--- src/fp_status_cfg.svh ---
`ifndef FP_STATUS_CFG_SVH
`define FP_STATUS_CFG_SVH

// Status word byte fields.
`define FPS_IDENT_MSB 31
`define FPS_IDENT_LSB 24
`define FPS_TRAP_LSB 16
`define FPS_CTRL_LSB 8
`define FPS_FLAG_LSB 0

// Exception bit order within the trap-enable and flag fields.
`define FPS_EXC_INVALID 0
`define FPS_EXC_DIVZERO 1
`define FPS_EXC_OVERFLOW 2
`define FPS_EXC_UNDERFLOW 3
`define FPS_EXC_INEXACT 4
`define FPS_EXC_COUNT 5

// Control bit positions within the status word.
`define FPS_FLUSH_DENORMALS_BIT 8
`define FPS_SNAN_CONVERT_FAULT_BIT 9
`define FPS_SYNC_OPERATION_BIT 10
`define FPS_EXPANDED_DECIMAL_BIT 11
`define FPS_ALT_CARRY_COMPARE_BIT 12
`define FPS_CTRL_COUNT 5

// Identity byte; the value is arbitrary.
`define FPS_IDENTITY_VALUE 8'hA5

`endif

--- src/fp_status_pkg.sv ---
package fp_status_pkg;

  // Classes of instruction that matter for exception screening.
  typedef enum logic [3:0] {
    op_arith_type = 4'h0,
    op_load_type = 4'h1,
    op_load_multiple_type = 4'h2,
    op_store_multiple_type = 4'h3,
    op_move_type = 4'h4,
    op_move_negated_type = 4'h5,
    op_abs_type = 4'h6,
    op_store_type = 4'h7,
    op_convert_type = 4'h8,
    op_compare_fault_type = 4'h9,
    op_neg_compare_fault_type = 4'hA,
    op_compare_type = 4'hB,
    op_to_integer_type = 4'hC,
    op_other_type = 4'hF
  } op_class_type;

  // Precisions for conversion screening.
  typedef enum logic [1:0] {
    prec_single_type = 2'h0,
    prec_double_type = 2'h1,
    prec_extended_type = 2'h2
  } precision_type;

  // Unit state.
  typedef enum logic [1:0] {
    st_idle_type = 2'b01,
    st_report_type = 2'b10
  } unit_state_type;

endpackage

--- src/fp_exception_classifier.sv ---
`timescale 1ns/10ps
`default_nettype none
`include "fp_status_cfg.svh"

// Combinational screen that turns raw operation conditions into the five
// exception bits, before trap enables are applied.
module fp_exception_classifier (
  input wire logic [3:0] op_class_in,
  input wire logic [1:0] src_prec_in,
  input wire logic [1:0] dst_prec_in,
  input wire logic snan_operand_in,
  input wire logic nan_operand_in,
  input wire logic invalid_operand_in,
  input wire logic int_convert_fail_in,
  input wire logic div_zero_in,
  input wire logic overflow_in,
  input wire logic tiny_in,
  input wire logic accuracy_loss_in,
  input wire logic inexact_in,
  input wire logic snan_convert_fault_in,
  input wire logic underflow_trap_in,
  output logic [4:0] raised_out
);

  logic same_prec;
  logic snan_exempt;
  logic snan_fault;
  logic underflow;

  // Decides which exceptions the operation raises.
  always_comb
  begin
    same_prec = (src_prec_in == dst_prec_in);
    // Loads and multiple transfers always pass signalling NaNs; moves, negated moves, abs and stores pass them at the same precision.
    case (op_class_in)
      4'h1, 4'h2, 4'h3: snan_exempt = 1'b1;
      4'h4, 4'h5, 4'h6, 4'h7: snan_exempt = same_prec;
      4'h8:
      begin
        // Extended is an internal format unless the control bit says not.
        if (snan_convert_fault_in)
        begin
          snan_exempt = same_prec;
        end
        else
        begin
          snan_exempt = (src_prec_in == 2'h2) || (dst_prec_in == 2'h2) || same_prec;
        end
      end
      default: snan_exempt = 1'b0;
    endcase
    snan_fault = snan_operand_in && !snan_exempt;
    // Underflow depends on the trap enable.
    if (underflow_trap_in)
    begin
      underflow = tiny_in;
    end
    else
    begin
      underflow = tiny_in && accuracy_loss_in;
    end
    raised_out = 5'h00;
    raised_out[`FPS_EXC_INVALID] = invalid_operand_in || snan_fault || int_convert_fail_in
      || (((op_class_in == 4'h9) || (op_class_in == 4'hA)) && nan_operand_in);
    raised_out[`FPS_EXC_DIVZERO] = div_zero_in;
    raised_out[`FPS_EXC_OVERFLOW] = overflow_in;
    raised_out[`FPS_EXC_UNDERFLOW] = underflow;
    raised_out[`FPS_EXC_INEXACT] = inexact_in || overflow_in || underflow;
  end

endmodule // fp_exception_classifier

`default_nettype wire

--- src/fp_status_exception_unit.sv ---
`timescale 1ns/10ps
`default_nettype none
`include "fp_status_cfg.svh"

////////////////////////////////////////////////////////////////////////////////
// Operation
// - Status word holds four bytes.
// - Reset leaves status word contents untouched.
// - Identity byte read-only, bit 31 marks hardware.
// - Trap enables in bits 16 to 20.
// - Enabled exception traps instead of flagging.
// - Untrapped exceptions set flags bits 0-4.
// - Flags sticky, cleared only by status write.
// - Bit 8 flushes denormals to zero.
// - Bit 9 widens signalling NaN conversion faults.
// - Bit 10 forces synchronous precise operation.
// - Bit 11 selects expanded packed decimal.
// - Bit 12 selects alternative compare carry.
// - Invalid operand raises invalid, quiet NaN.
// - Listed arithmetic cases signal invalid operation.
// - Signalling NaN invalid except listed moves.
// - Impossible integer conversion signals invalid.
// - Faulting compares signal invalid on NaN.
// - Finite nonzero over zero signals divide.
// - Overflow on rounded unbounded magnitude.
// - Underflow condition depends on trap enable.
// - Inexact rules; overflow/underflow traps take priority.
module fp_status_exception_unit (
  input wire logic clk_in,
  input wire logic reset_in,
  input wire logic status_write_instr_in,
  input wire logic [31:0] status_write_data_in,
  input wire logic status_read_instr_in,
  input wire logic op_valid_in,
  input wire logic [3:0] op_class_in,
  input wire logic [1:0] src_prec_in,
  input wire logic [1:0] dst_prec_in,
  input wire logic snan_operand_in,
  input wire logic nan_operand_in,
  input wire logic invalid_operand_in,
  input wire logic int_convert_fail_in,
  input wire logic div_zero_in,
  input wire logic overflow_in,
  input wire logic tiny_in,
  input wire logic accuracy_loss_in,
  input wire logic inexact_in,
  output logic [31:0] fp_status_word_out,
  output logic status_read_valid_out,
  output logic trap_out,
  output logic [4:0] trap_cause_out,
  output logic flush_denormals_out,
  output logic snan_convert_fault_out,
  output logic sync_operation_out,
  output logic expanded_decimal_out,
  output logic alt_carry_compare_out,
  output logic quiet_nan_result_out,
  output logic busy_out
);

  //////////////////////////////////////////////////////////////////////////////
  // Storage.

  // Trap-enable, control and flag fields; deliberately without reset.
  logic [4:0] trap_enable_q;
  logic [4:0] trap_enable_d;
  logic [4:0] control_q;
  logic [4:0] control_d;
  logic [4:0] flags_q;
  logic [4:0] flags_d;
  // Output pipeline registers, which do reset.
  logic [31:0] word_q;
  logic [31:0] word_d;
  logic read_valid_q;
  logic read_valid_d;
  logic trap_q;
  logic trap_d;
  logic [4:0] cause_q;
  logic [4:0] cause_d;
  logic qnan_q;
  logic qnan_d;
  fp_status_pkg::unit_state_type state_q;
  fp_status_pkg::unit_state_type state_d;
  // Exceptions raised by the current operation.
  logic [4:0] raised;
  logic [4:0] trapped;
  logic [4:0] untrapped;

  //////////////////////////////////////////////////////////////////////////////
  // Exception screening.

  // Classifier turns operation conditions into exception bits.
  fp_exception_classifier classify (
    .op_class_in(op_class_in),
    .src_prec_in(src_prec_in),
    .dst_prec_in(dst_prec_in),
    .snan_operand_in(snan_operand_in),
    .nan_operand_in(nan_operand_in),
    .invalid_operand_in(invalid_operand_in),
    .int_convert_fail_in(int_convert_fail_in),
    .div_zero_in(div_zero_in),
    .overflow_in(overflow_in),
    .tiny_in(tiny_in),
    .accuracy_loss_in(accuracy_loss_in),
    .inexact_in(inexact_in),
    .snan_convert_fault_in(control_q[`FPS_SNAN_CONVERT_FAULT_BIT - `FPS_CTRL_LSB]),
    .underflow_trap_in(trap_enable_q[`FPS_EXC_UNDERFLOW]),
    .raised_out(raised)
  );

  // Splits raised exceptions into trapped and flagged sets.
  always_comb
  begin
    trapped = 5'h00;
    untrapped = 5'h00;
    if (op_valid_in)
    begin
      trapped = raised & trap_enable_q;
      untrapped = raised & ~trap_enable_q;
      // An overflow or underflow trap takes priority over the inexact trap.
      if (trapped[`FPS_EXC_OVERFLOW] || trapped[`FPS_EXC_UNDERFLOW])
      begin
        trapped[`FPS_EXC_INEXACT] = 1'b0;
        // A trapped overflow or underflow does not count as inexact; only a truly inexact rounding still flags.
        untrapped[`FPS_EXC_INEXACT] = untrapped[`FPS_EXC_INEXACT] && inexact_in;
      end
    end
  end

  //////////////////////////////////////////////////////////////////////////////
  // Status word fields.

  // Next values of the status word fields.
  always_comb
  begin
    trap_enable_d = trap_enable_q;
    control_d = control_q;
    flags_d = flags_q | untrapped;
    if (status_write_instr_in)
    begin
      // The write replaces all writable fields; identity byte stays fixed.
      trap_enable_d = status_write_data_in[`FPS_TRAP_LSB +: 5];
      control_d = status_write_data_in[`FPS_CTRL_LSB +: 5];
      // A flag raised in the same cycle survives the write.
      flags_d = status_write_data_in[`FPS_FLAG_LSB +: 5] | untrapped;
    end
  end

  // Fields hold their contents through reset.
  always_ff @(posedge clk_in)
  begin
    trap_enable_q <= trap_enable_d;
    control_q <= control_d;
    flags_q <= flags_d;
  end

  //////////////////////////////////////////////////////////////////////////////
  // Reporting.

  // Builds the read image, trap report and the busy handshake.
  always_comb
  begin
    word_d = 32'h0000_0000;
    word_d[`FPS_IDENT_MSB:`FPS_IDENT_LSB] = `FPS_IDENTITY_VALUE | 8'h80;
    word_d[`FPS_TRAP_LSB +: 5] = trap_enable_q;
    word_d[`FPS_CTRL_LSB +: 5] = control_q;
    word_d[`FPS_FLAG_LSB +: 5] = flags_q;
    read_valid_d = status_read_instr_in;
    trap_d = |trapped;
    cause_d = trapped;
    qnan_d = untrapped[`FPS_EXC_INVALID];
    state_d = state_q;
    case (state_q)
      fp_status_pkg::st_idle_type:
      begin
        // Synchronous mode holds the core for one reporting cycle.
        if (op_valid_in && control_q[`FPS_SYNC_OPERATION_BIT - `FPS_CTRL_LSB])
        begin
          state_d = fp_status_pkg::st_report_type;
        end
      end
      fp_status_pkg::st_report_type:
      begin
        state_d = fp_status_pkg::st_idle_type;
      end
      default:
      begin
        state_d = fp_status_pkg::st_idle_type;
      end
    endcase
  end

  // Output registers, cleared by reset.
  always_ff @(posedge clk_in or posedge reset_in)
  begin
    if (reset_in)
    begin
      word_q <= 32'h0000_0000;
      read_valid_q <= 1'b0;
      trap_q <= 1'b0;
      cause_q <= 5'h00;
      qnan_q <= 1'b0;
      state_q <= fp_status_pkg::st_idle_type;
    end
    else
    begin
      word_q <= word_d;
      read_valid_q <= read_valid_d;
      trap_q <= trap_d;
      cause_q <= cause_d;
      qnan_q <= qnan_d;
      state_q <= state_d;
    end
  end

  //////////////////////////////////////////////////////////////////////////////
  // Outputs.

  assign fp_status_word_out = word_q;
  assign status_read_valid_out = read_valid_q;
  assign trap_out = trap_q;
  assign trap_cause_out = cause_q;
  assign quiet_nan_result_out = qnan_q;
  assign busy_out = state_q[1];
  // Control bits come straight from their storage flops.
  assign flush_denormals_out = control_q[`FPS_FLUSH_DENORMALS_BIT - `FPS_CTRL_LSB];
  assign snan_convert_fault_out = control_q[`FPS_SNAN_CONVERT_FAULT_BIT - `FPS_CTRL_LSB];
  assign sync_operation_out = control_q[`FPS_SYNC_OPERATION_BIT - `FPS_CTRL_LSB];
  assign expanded_decimal_out = control_q[`FPS_EXPANDED_DECIMAL_BIT - `FPS_CTRL_LSB];
  assign alt_carry_compare_out = control_q[`FPS_ALT_CARRY_COMPARE_BIT - `FPS_CTRL_LSB];

endmodule // fp_status_exception_unit

`default_nettype wire

--- config.mk ---
export PLATFORM = sky130hd
export DESIGN_NAME = fp_status_exception_unit
export DESIGN_NICKNAME = d
export VERILOG_FILES = /design/src/fp_status_pkg.sv /design/src/fp_exception_classifier.sv /design/src/fp_status_exception_unit.sv
export VERILOG_INCLUDE_DIRS = /design/src /design/src/src
export SDC_FILE = /design/constraint.sdc
export NUM_CORES = 1
export LEC_CHECK = 0
export ABC_CLOCK_PERIOD_IN_PS = 1150
export BUFFER_PORTS_ARGS = -buffer_cell sky130_fd_sc_hd__buf_2
export CAP_MARGIN = 20
export CORE_MARGIN = 4
export CORE_UTILIZATION = 41
export DETAILED_ROUTE_END_ITERATION = 10
export PLACE_DENSITY = 0.78
export SETUP_SLACK_MARGIN = 0.3
export SYNTH_ARGS = -nofsm -noshare
export SYNTH_HDL_FRONTEND = slang
export SYNTH_SLANG_ARGS = --single-unit
--- constraint.sdc ---
create_clock -name clk_in -period 1.15 [get_ports clk_in]
set_input_delay 0.115 -clock clk_in [delete_from_list [all_inputs] [get_ports clk_in]]
set_output_delay 0.115 -clock clk_in [all_outputs]
set_load 0.01 [all_outputs]
Word level (Yosys, flattened, before mapping)

Cells that the tools add are included.

$add $sub $neg: 0
$mul: 0
Divide/modulo/power cells: 0
Order comparisons: 0
Equal/unequal tests: 15
Shifts and indexed selects: 0
Muxes and demuxes: 10
Bitwise logic cells: 5
Reductions and logical operators: 18

Operator list:

| cell                 | number |
|---|---|
| $eq A4 B3 Y1 const B | 4 |
| $mux W5              | 3 |
| $eq A4 B4 Y1 const B | 3 |
| $and A5 B5 Y5        | 2 |
| $or A5 B5 Y5         | 2 |
| $logic_or A1 B1 Y1   | 9 |
| $eq A4 B2 Y1 const B | 2 |
| $logic_and A1 B1 Y1  | 5 |
| $not A5 Y5           | 1 |
| $reduce_or A5 Y1     | 1 |
| $eq A2 B2 Y1 const B | 2 |
| $eq A4 B1 Y1 const B | 1 |
| $mux W1              | 4 |
| $mux W2              | 2 |
| $reduce_or A4 Y1     | 1 |
| $pmux W1 S3          | 1 |
| $reduce_or A3 Y1     | 1 |
| $eq A2 B1 Y1 const B | 1 |
| $eq A2 B2 Y1         | 1 |
| $ne A2 B2 Y1 const B | 1 |
| $logic_not A1 Y1     | 1 |

Register bits: 41
Latch bits: 0
RAM bits: 0
ROM bits: 0
Input port bits: 54
Output and inout bits: 46
Memories kept: 0

Logic depth before layout (Yosys ltp)

Depth after elaboration: 16
Gate-level depth with buffers: 4
Gate-level depth less buffers: 4

Cells and area by module

Synthesis repeated with hierarchy kept, for this count alone.

Cells, all modules: 108
Area total of the unflattened synthesis: 1537.7 um^2

By module, submodules not included:

| module                   | times used | cells each | area each (um^2) | seq. area each (um^2) |
|---|---|---|---|---|
| fp_status_exception_unit | 1          | 89         | 1381.3           | 1052.3 |
| fp_exception_classifier  | 1          | 19         | 156.4            | 0.0 |

Worst setup path after synthesis

OpenSTA, ideal clock, no wires.

Kind: reg2reg
Start: register control_q[1]
End: register trap_q, in the netlist trap_out
Data arrival time: 1007 ps
Slack: 8 ps
Cell stages (with the launch flop): 4
Path buffers: 0
Clock period less this slack: 1142 ps
Cell sequence: edfxtp_1 a21o_1 a221oi_4 o211ai_2

Longest elaborated chain between the ends: 10

Ends and longest elaborated chain:

| item                            | line                            | text |
|---|---|---|
| from (decl)                     | fp_status_exception_unit.sv:66  | `logic [4:0] control_q;` |
| from (signal assigned)          | fp_status_exception_unit.sv:152 | `control_q <= control_d;` |
| $mux W1                         | fp_exception_classifier.sv:41   | `if (snan_convert_fault_in)` |
| $pmux W1 S3                     | fp_exception_classifier.sv:35   | `case (op_class_in)` |
| $logic_not A1 Y1                | fp_exception_classifier.sv:52   | `snan_fault = snan_operand_in && !snan_exempt;` |
| $logic_and A1 B1 Y1             | fp_exception_classifier.sv:52   |  |
| $logic_or A1 B1 Y1 (2 in a row) | fp_exception_classifier.sv:63   | `` raised_out[`FPS_EXC_INVALID] = invalid_operand_in \|\| snan_fault \|\| int_convert_fail_in `` |
| $logic_or A1 B1 Y1              | fp_exception_classifier.sv:64   | `\|\| (((op_class_in == 4'h9) \|\| (op_class_in == 4'hA)) && nan_operand_in);` |
| $and A5 B5 Y5                   | fp_status_exception_unit.sv:117 | `trapped = raised & trap_enable_q;` |
| $mux W5                         | fp_status_exception_unit.sv:115 | `if (op_valid_in)` |
| $reduce_or A5 Y1                | fp_status_exception_unit.sv:168 | `trap_d = \|trapped;` |
| via trap_d                      | fp_status_exception_unit.sv:76  | `logic trap_d;` |
| to (signal assigned)            | fp_status_exception_unit.sv:208 | `trap_q <= trap_d;` |
| to (decl)                       | fp_status_exception_unit.sv:75  | `logic trap_q;` |

The timed path passes the listed nets, and every way through them passes these cells.
A chain may end at the register's enable or synchronous reset.

Worst setup path in the final report

Same ends and word-level chain as after synthesis.

==> Flow_metrics.wiki <==
{| class="wikitable"
! Metric !! Value
|-
| Placer's final routability congestion estimate || 0.754
|-
| Maximum fanout count along the critical path || 4
|-
| Critical-path top delay cell || edfxtp_1
|-
| Power consumption || 3.03 mW
|-
| Cell row count || 21
|-
| Total Die Area || 4740 um^2
|-
| Overall track demand over capacity in global routing || 14.0%
|-
| Count of input and output buffers || 69
|-
| Total length of routed wires || 3250 um
|-
| Synth top area share || 41.2%
|-
| Total cell area at the placement stage || 1890 um^2
|-
| # clock sinks || 41
|-
| Number of synthesized register bits || 41
|-
| Cell at the root of the clock tree || clkbuf_8
|-
| Fraction of power consumed by combinational cells || 16.1%
|-
| Fmax || 0.879 GHz
|-
| Maximum number of pins on one net before global-route repair || 16
|-
| Remaining global-route overflow || 0
|-
| Routed len/inst || 13.2 um
|-
| Vias in the first global route || 1066
|-
| Leakage component of the power || 1.10 nW
|-
| Worst endpoint required time || 1.32 ns
|-
| Most used DFF post-synth || dfrtp_1
|-
| Clock tree skew after final layout || 0.00646 ns
|-
| Syn. warnings || 0
|-
| RSZ-0062 raised after global routing || yes
|-
| Final worst-path cycle share || 98.9%
|-
| Maximum number of buffers from clock root to sink || 2
|-
| TritonCTS clock tree || done
|-
| P&R area growth vs syn || 45.1%
|-
| DRC marker count from the first detailed-route iteration || 26
|-
| Clk_lat worst skew || 0.29 ns
|-
| Post-detailed-route via-to-cell ratio || 4.48
|-
| Synth cell types || 29
|-
| Number of placed instances with taps included || 222
|-
| Core ar. || 3440 um^2
|-
| Yosys top cell by area || dfrtp_1
|-
| Sw Pwr || 0.745 mW
|-
| Vias || 1103
|-
| Max stage delay on crit path || 0.39 ns
|-
| Cell count after synthesis || 107
|-
| Cell-internal power || 2.29 mW
|-
| Cell Chain, Critical Path || a21o_1 -> a221oi_4 -> o211ai_2
|-
| CTS H-Tree Depth || 2
|-
| Share of power burned in registers || 55.1%
|-
| First-pass GRT wire length || 4610 um
|-
| Routed Antenna Nets || 0
|-
| Detailed Routing Iterations Pass 1 || 5
|-
| Startpoint Class || register
|-
| Ratio of cells with drive above 1 in the final layout || 46.5%
|-
| Die boundary height || 68.8 um
|-
| Final-report setup violation count || 0
|-
| Max VDD drop || 0.000700 V
|-
| DRC viols || 0
|-
| ANT cells || 0
|-
| Run status || completed
|-
| Final critical-path required period || 1.14 ns
|-
| Avg Cell Area, Syn || 14.2 um^2
|-
| Synth cell count leaders || dfrtp_1, buf_4, edfxtp_1
|-
| Final number of max-transition violations || 0
|-
| Summed area of non-filler cells in the final layout || 2200 um^2
|-
| Horiz. Die Dim || 68.8 um
|-
| Clock transition at the registers of the reported paths || 0.08 ns
|-
| Cell with the most instances after synthesis || dfrtp_1
|-
| Post-DP HPWL || 2460 um
|-
| I/O pin count || 100
|-
| Number of CTS-inserted buffers || 5
|-
| Final nets || 253
|-
| Total standard cell area after synthesis || 1520 um^2
|-
| Non-filler instance count after layout || 246
|-
| Final hold violation count || 0
|-
| Count of flip-flops with a built-in enable after synthesis || 10
|-
| Biggest area contributors in the synthesized netlist || dfrtp_1, edfxtp_1, buf_4, dfxtp_1, mux2i_1
|-
| Final setup TNS || 0 ns
|-
| Switching part of the total || 24.5%
|-
| Crit. End Element || register
|-
| Critical setup path kind || register to register
|-
| Portion of the post-synthesis area used by sequential elements || 69.3%
|-
| Maximum capacitance violations || 0
|-
| Share of total power in the clock network || 28.8%
|-
| Worst min-delay path class || input port to register
|-
| Post-synth ARST share || 63.4%
|-
| Data arrival time of the critical path || 1.30 ns
|-
| Effective utilization at floorplan || 44.1%
|-
| Total power per unit cell area || 1380 nW/um^2
|-
| Initial antenna violation count || 0
|}
final cells by class:
class	instances	area, um^2
clock buffer	5	68.8
clock inverter	3	17.5
fill	273	1240
inverter	3	11.3
multi-input combinational	57	380
sequential	41	1050
tap	46	57.6
timing repair buffer	91	614
cell families after synthesis:
kind of cell    count (synthesis)  synth area share, %
buf+inv                        21                 9.23
flops                          41                 69.3
simple gates                   22                 8.24
xor+xnor                        3                 1.73
mux                             5                 3.30
other cells                     2                0.495
compound gates                 13                 7.67
cell usage in the layout, fill, tap and decap left out, drive strengths merged, types with 4 or more instances in the layout:
master	netlist	layout
nor2	4	4
clkbuf	1	5
conb	2	14
nand4b	4	4
o21ai	5	5
buf	17	79
nand2	5	5
dlygate4sd3	0	12
dfxtp	5	5
edfxtp	10	10
mux2i	5	5
dfrtp	25	25
per-layer routing:
metal | wire length, um | track usage (%) | vias up
met5 | 0 | 0 | -
met4 | 65 | 6.57 | 0
met3 | 363 | 5.19 | 6
met2 | 1650 | 24.4 | 67
met1 | 1170 | 14.8 | 509
li1 | - | - | 521
registers in the layout, indices dropped and copies added (netlist names):
signal,count
flags_q,5
trap_enable_q,5
fp_status_word_out,16
trap_out,1
trap_cause_out,5
state_q,2
quiet_nan_result_out,1
status_read_valid_out,1
control_q,5
power by group through the flow:
stage / logic, mW / registers [mW] / clock network (mW)
after floorplan: 0.177 / 1.74 / 0
after global placement: 0.392 / 1.69 / 0
after detailed placement: 0.399 / 1.70 / 0
after CTS: 0.453 / 1.67 / 0.903
after global routing: 0.537 / 1.68 / 0.972
final: 0.488 / 1.67 / 0.873
worst paths after layout:
| check | depth (start not counted) | startpoint | end | slack [ns] |
|---|---|---|---|---|
| max | 3 | control_q[1]$_DFFE_PP_ | trap_out$_DFF_PP0_ | 0.01 |
| min | 3 | status_write_data_in[3] | flags_q[3]$_DFF_P_ | 0.04 |
| max reg2reg | 3 | control_q[1]$_DFFE_PP_ | trap_out$_DFF_PP0_ | 0.01 |
| min reg2reg | 0 | flags_q[4]$_DFF_P_ | fp_status_word_out[4]$_DFF_PP0_ | 0.35 |
| max in group asynchronous | 4 | reset_in | state_q[0]$_DFFE_PP1P_ | 0.53 |
| min in group asynchronous | 4 | reset_in | status_read_valid_out$_DFF_PP0_ | 0.38 |
through the flow:
step / hold WS, ns / util [%] / setup slack, ns
6_report: 0.0382 / 64.0 / 0.0130
5_1_grt: 0.0525 / 64.0 / -0.0310
4_1_cts: 0.00190 / 61.9 / 0.00794
3_5_place_dp: 0.142 / 54.8 / -0.104
3_3_place_gp: 0.133 / 54.8 / -0.0868
2_1_floorplan: 0.146 / - / 0.00869
timing repair:
action                     CTS  global route
hold endpoints to repair    35             1
pin swaps                    2             4
hold buffers                11             1
setup endpoints to repair   39            41
setup buffers                4             0
resized for setup            3            12
worst max-delay path, delay by kind of cell (launching register included):
kind / cells / cell delay (ns)
AO/OA/AOI/OAI: 3 / 0.64
flip-flops: 1 / 0.39
Power figures use the tool's default switching activity.
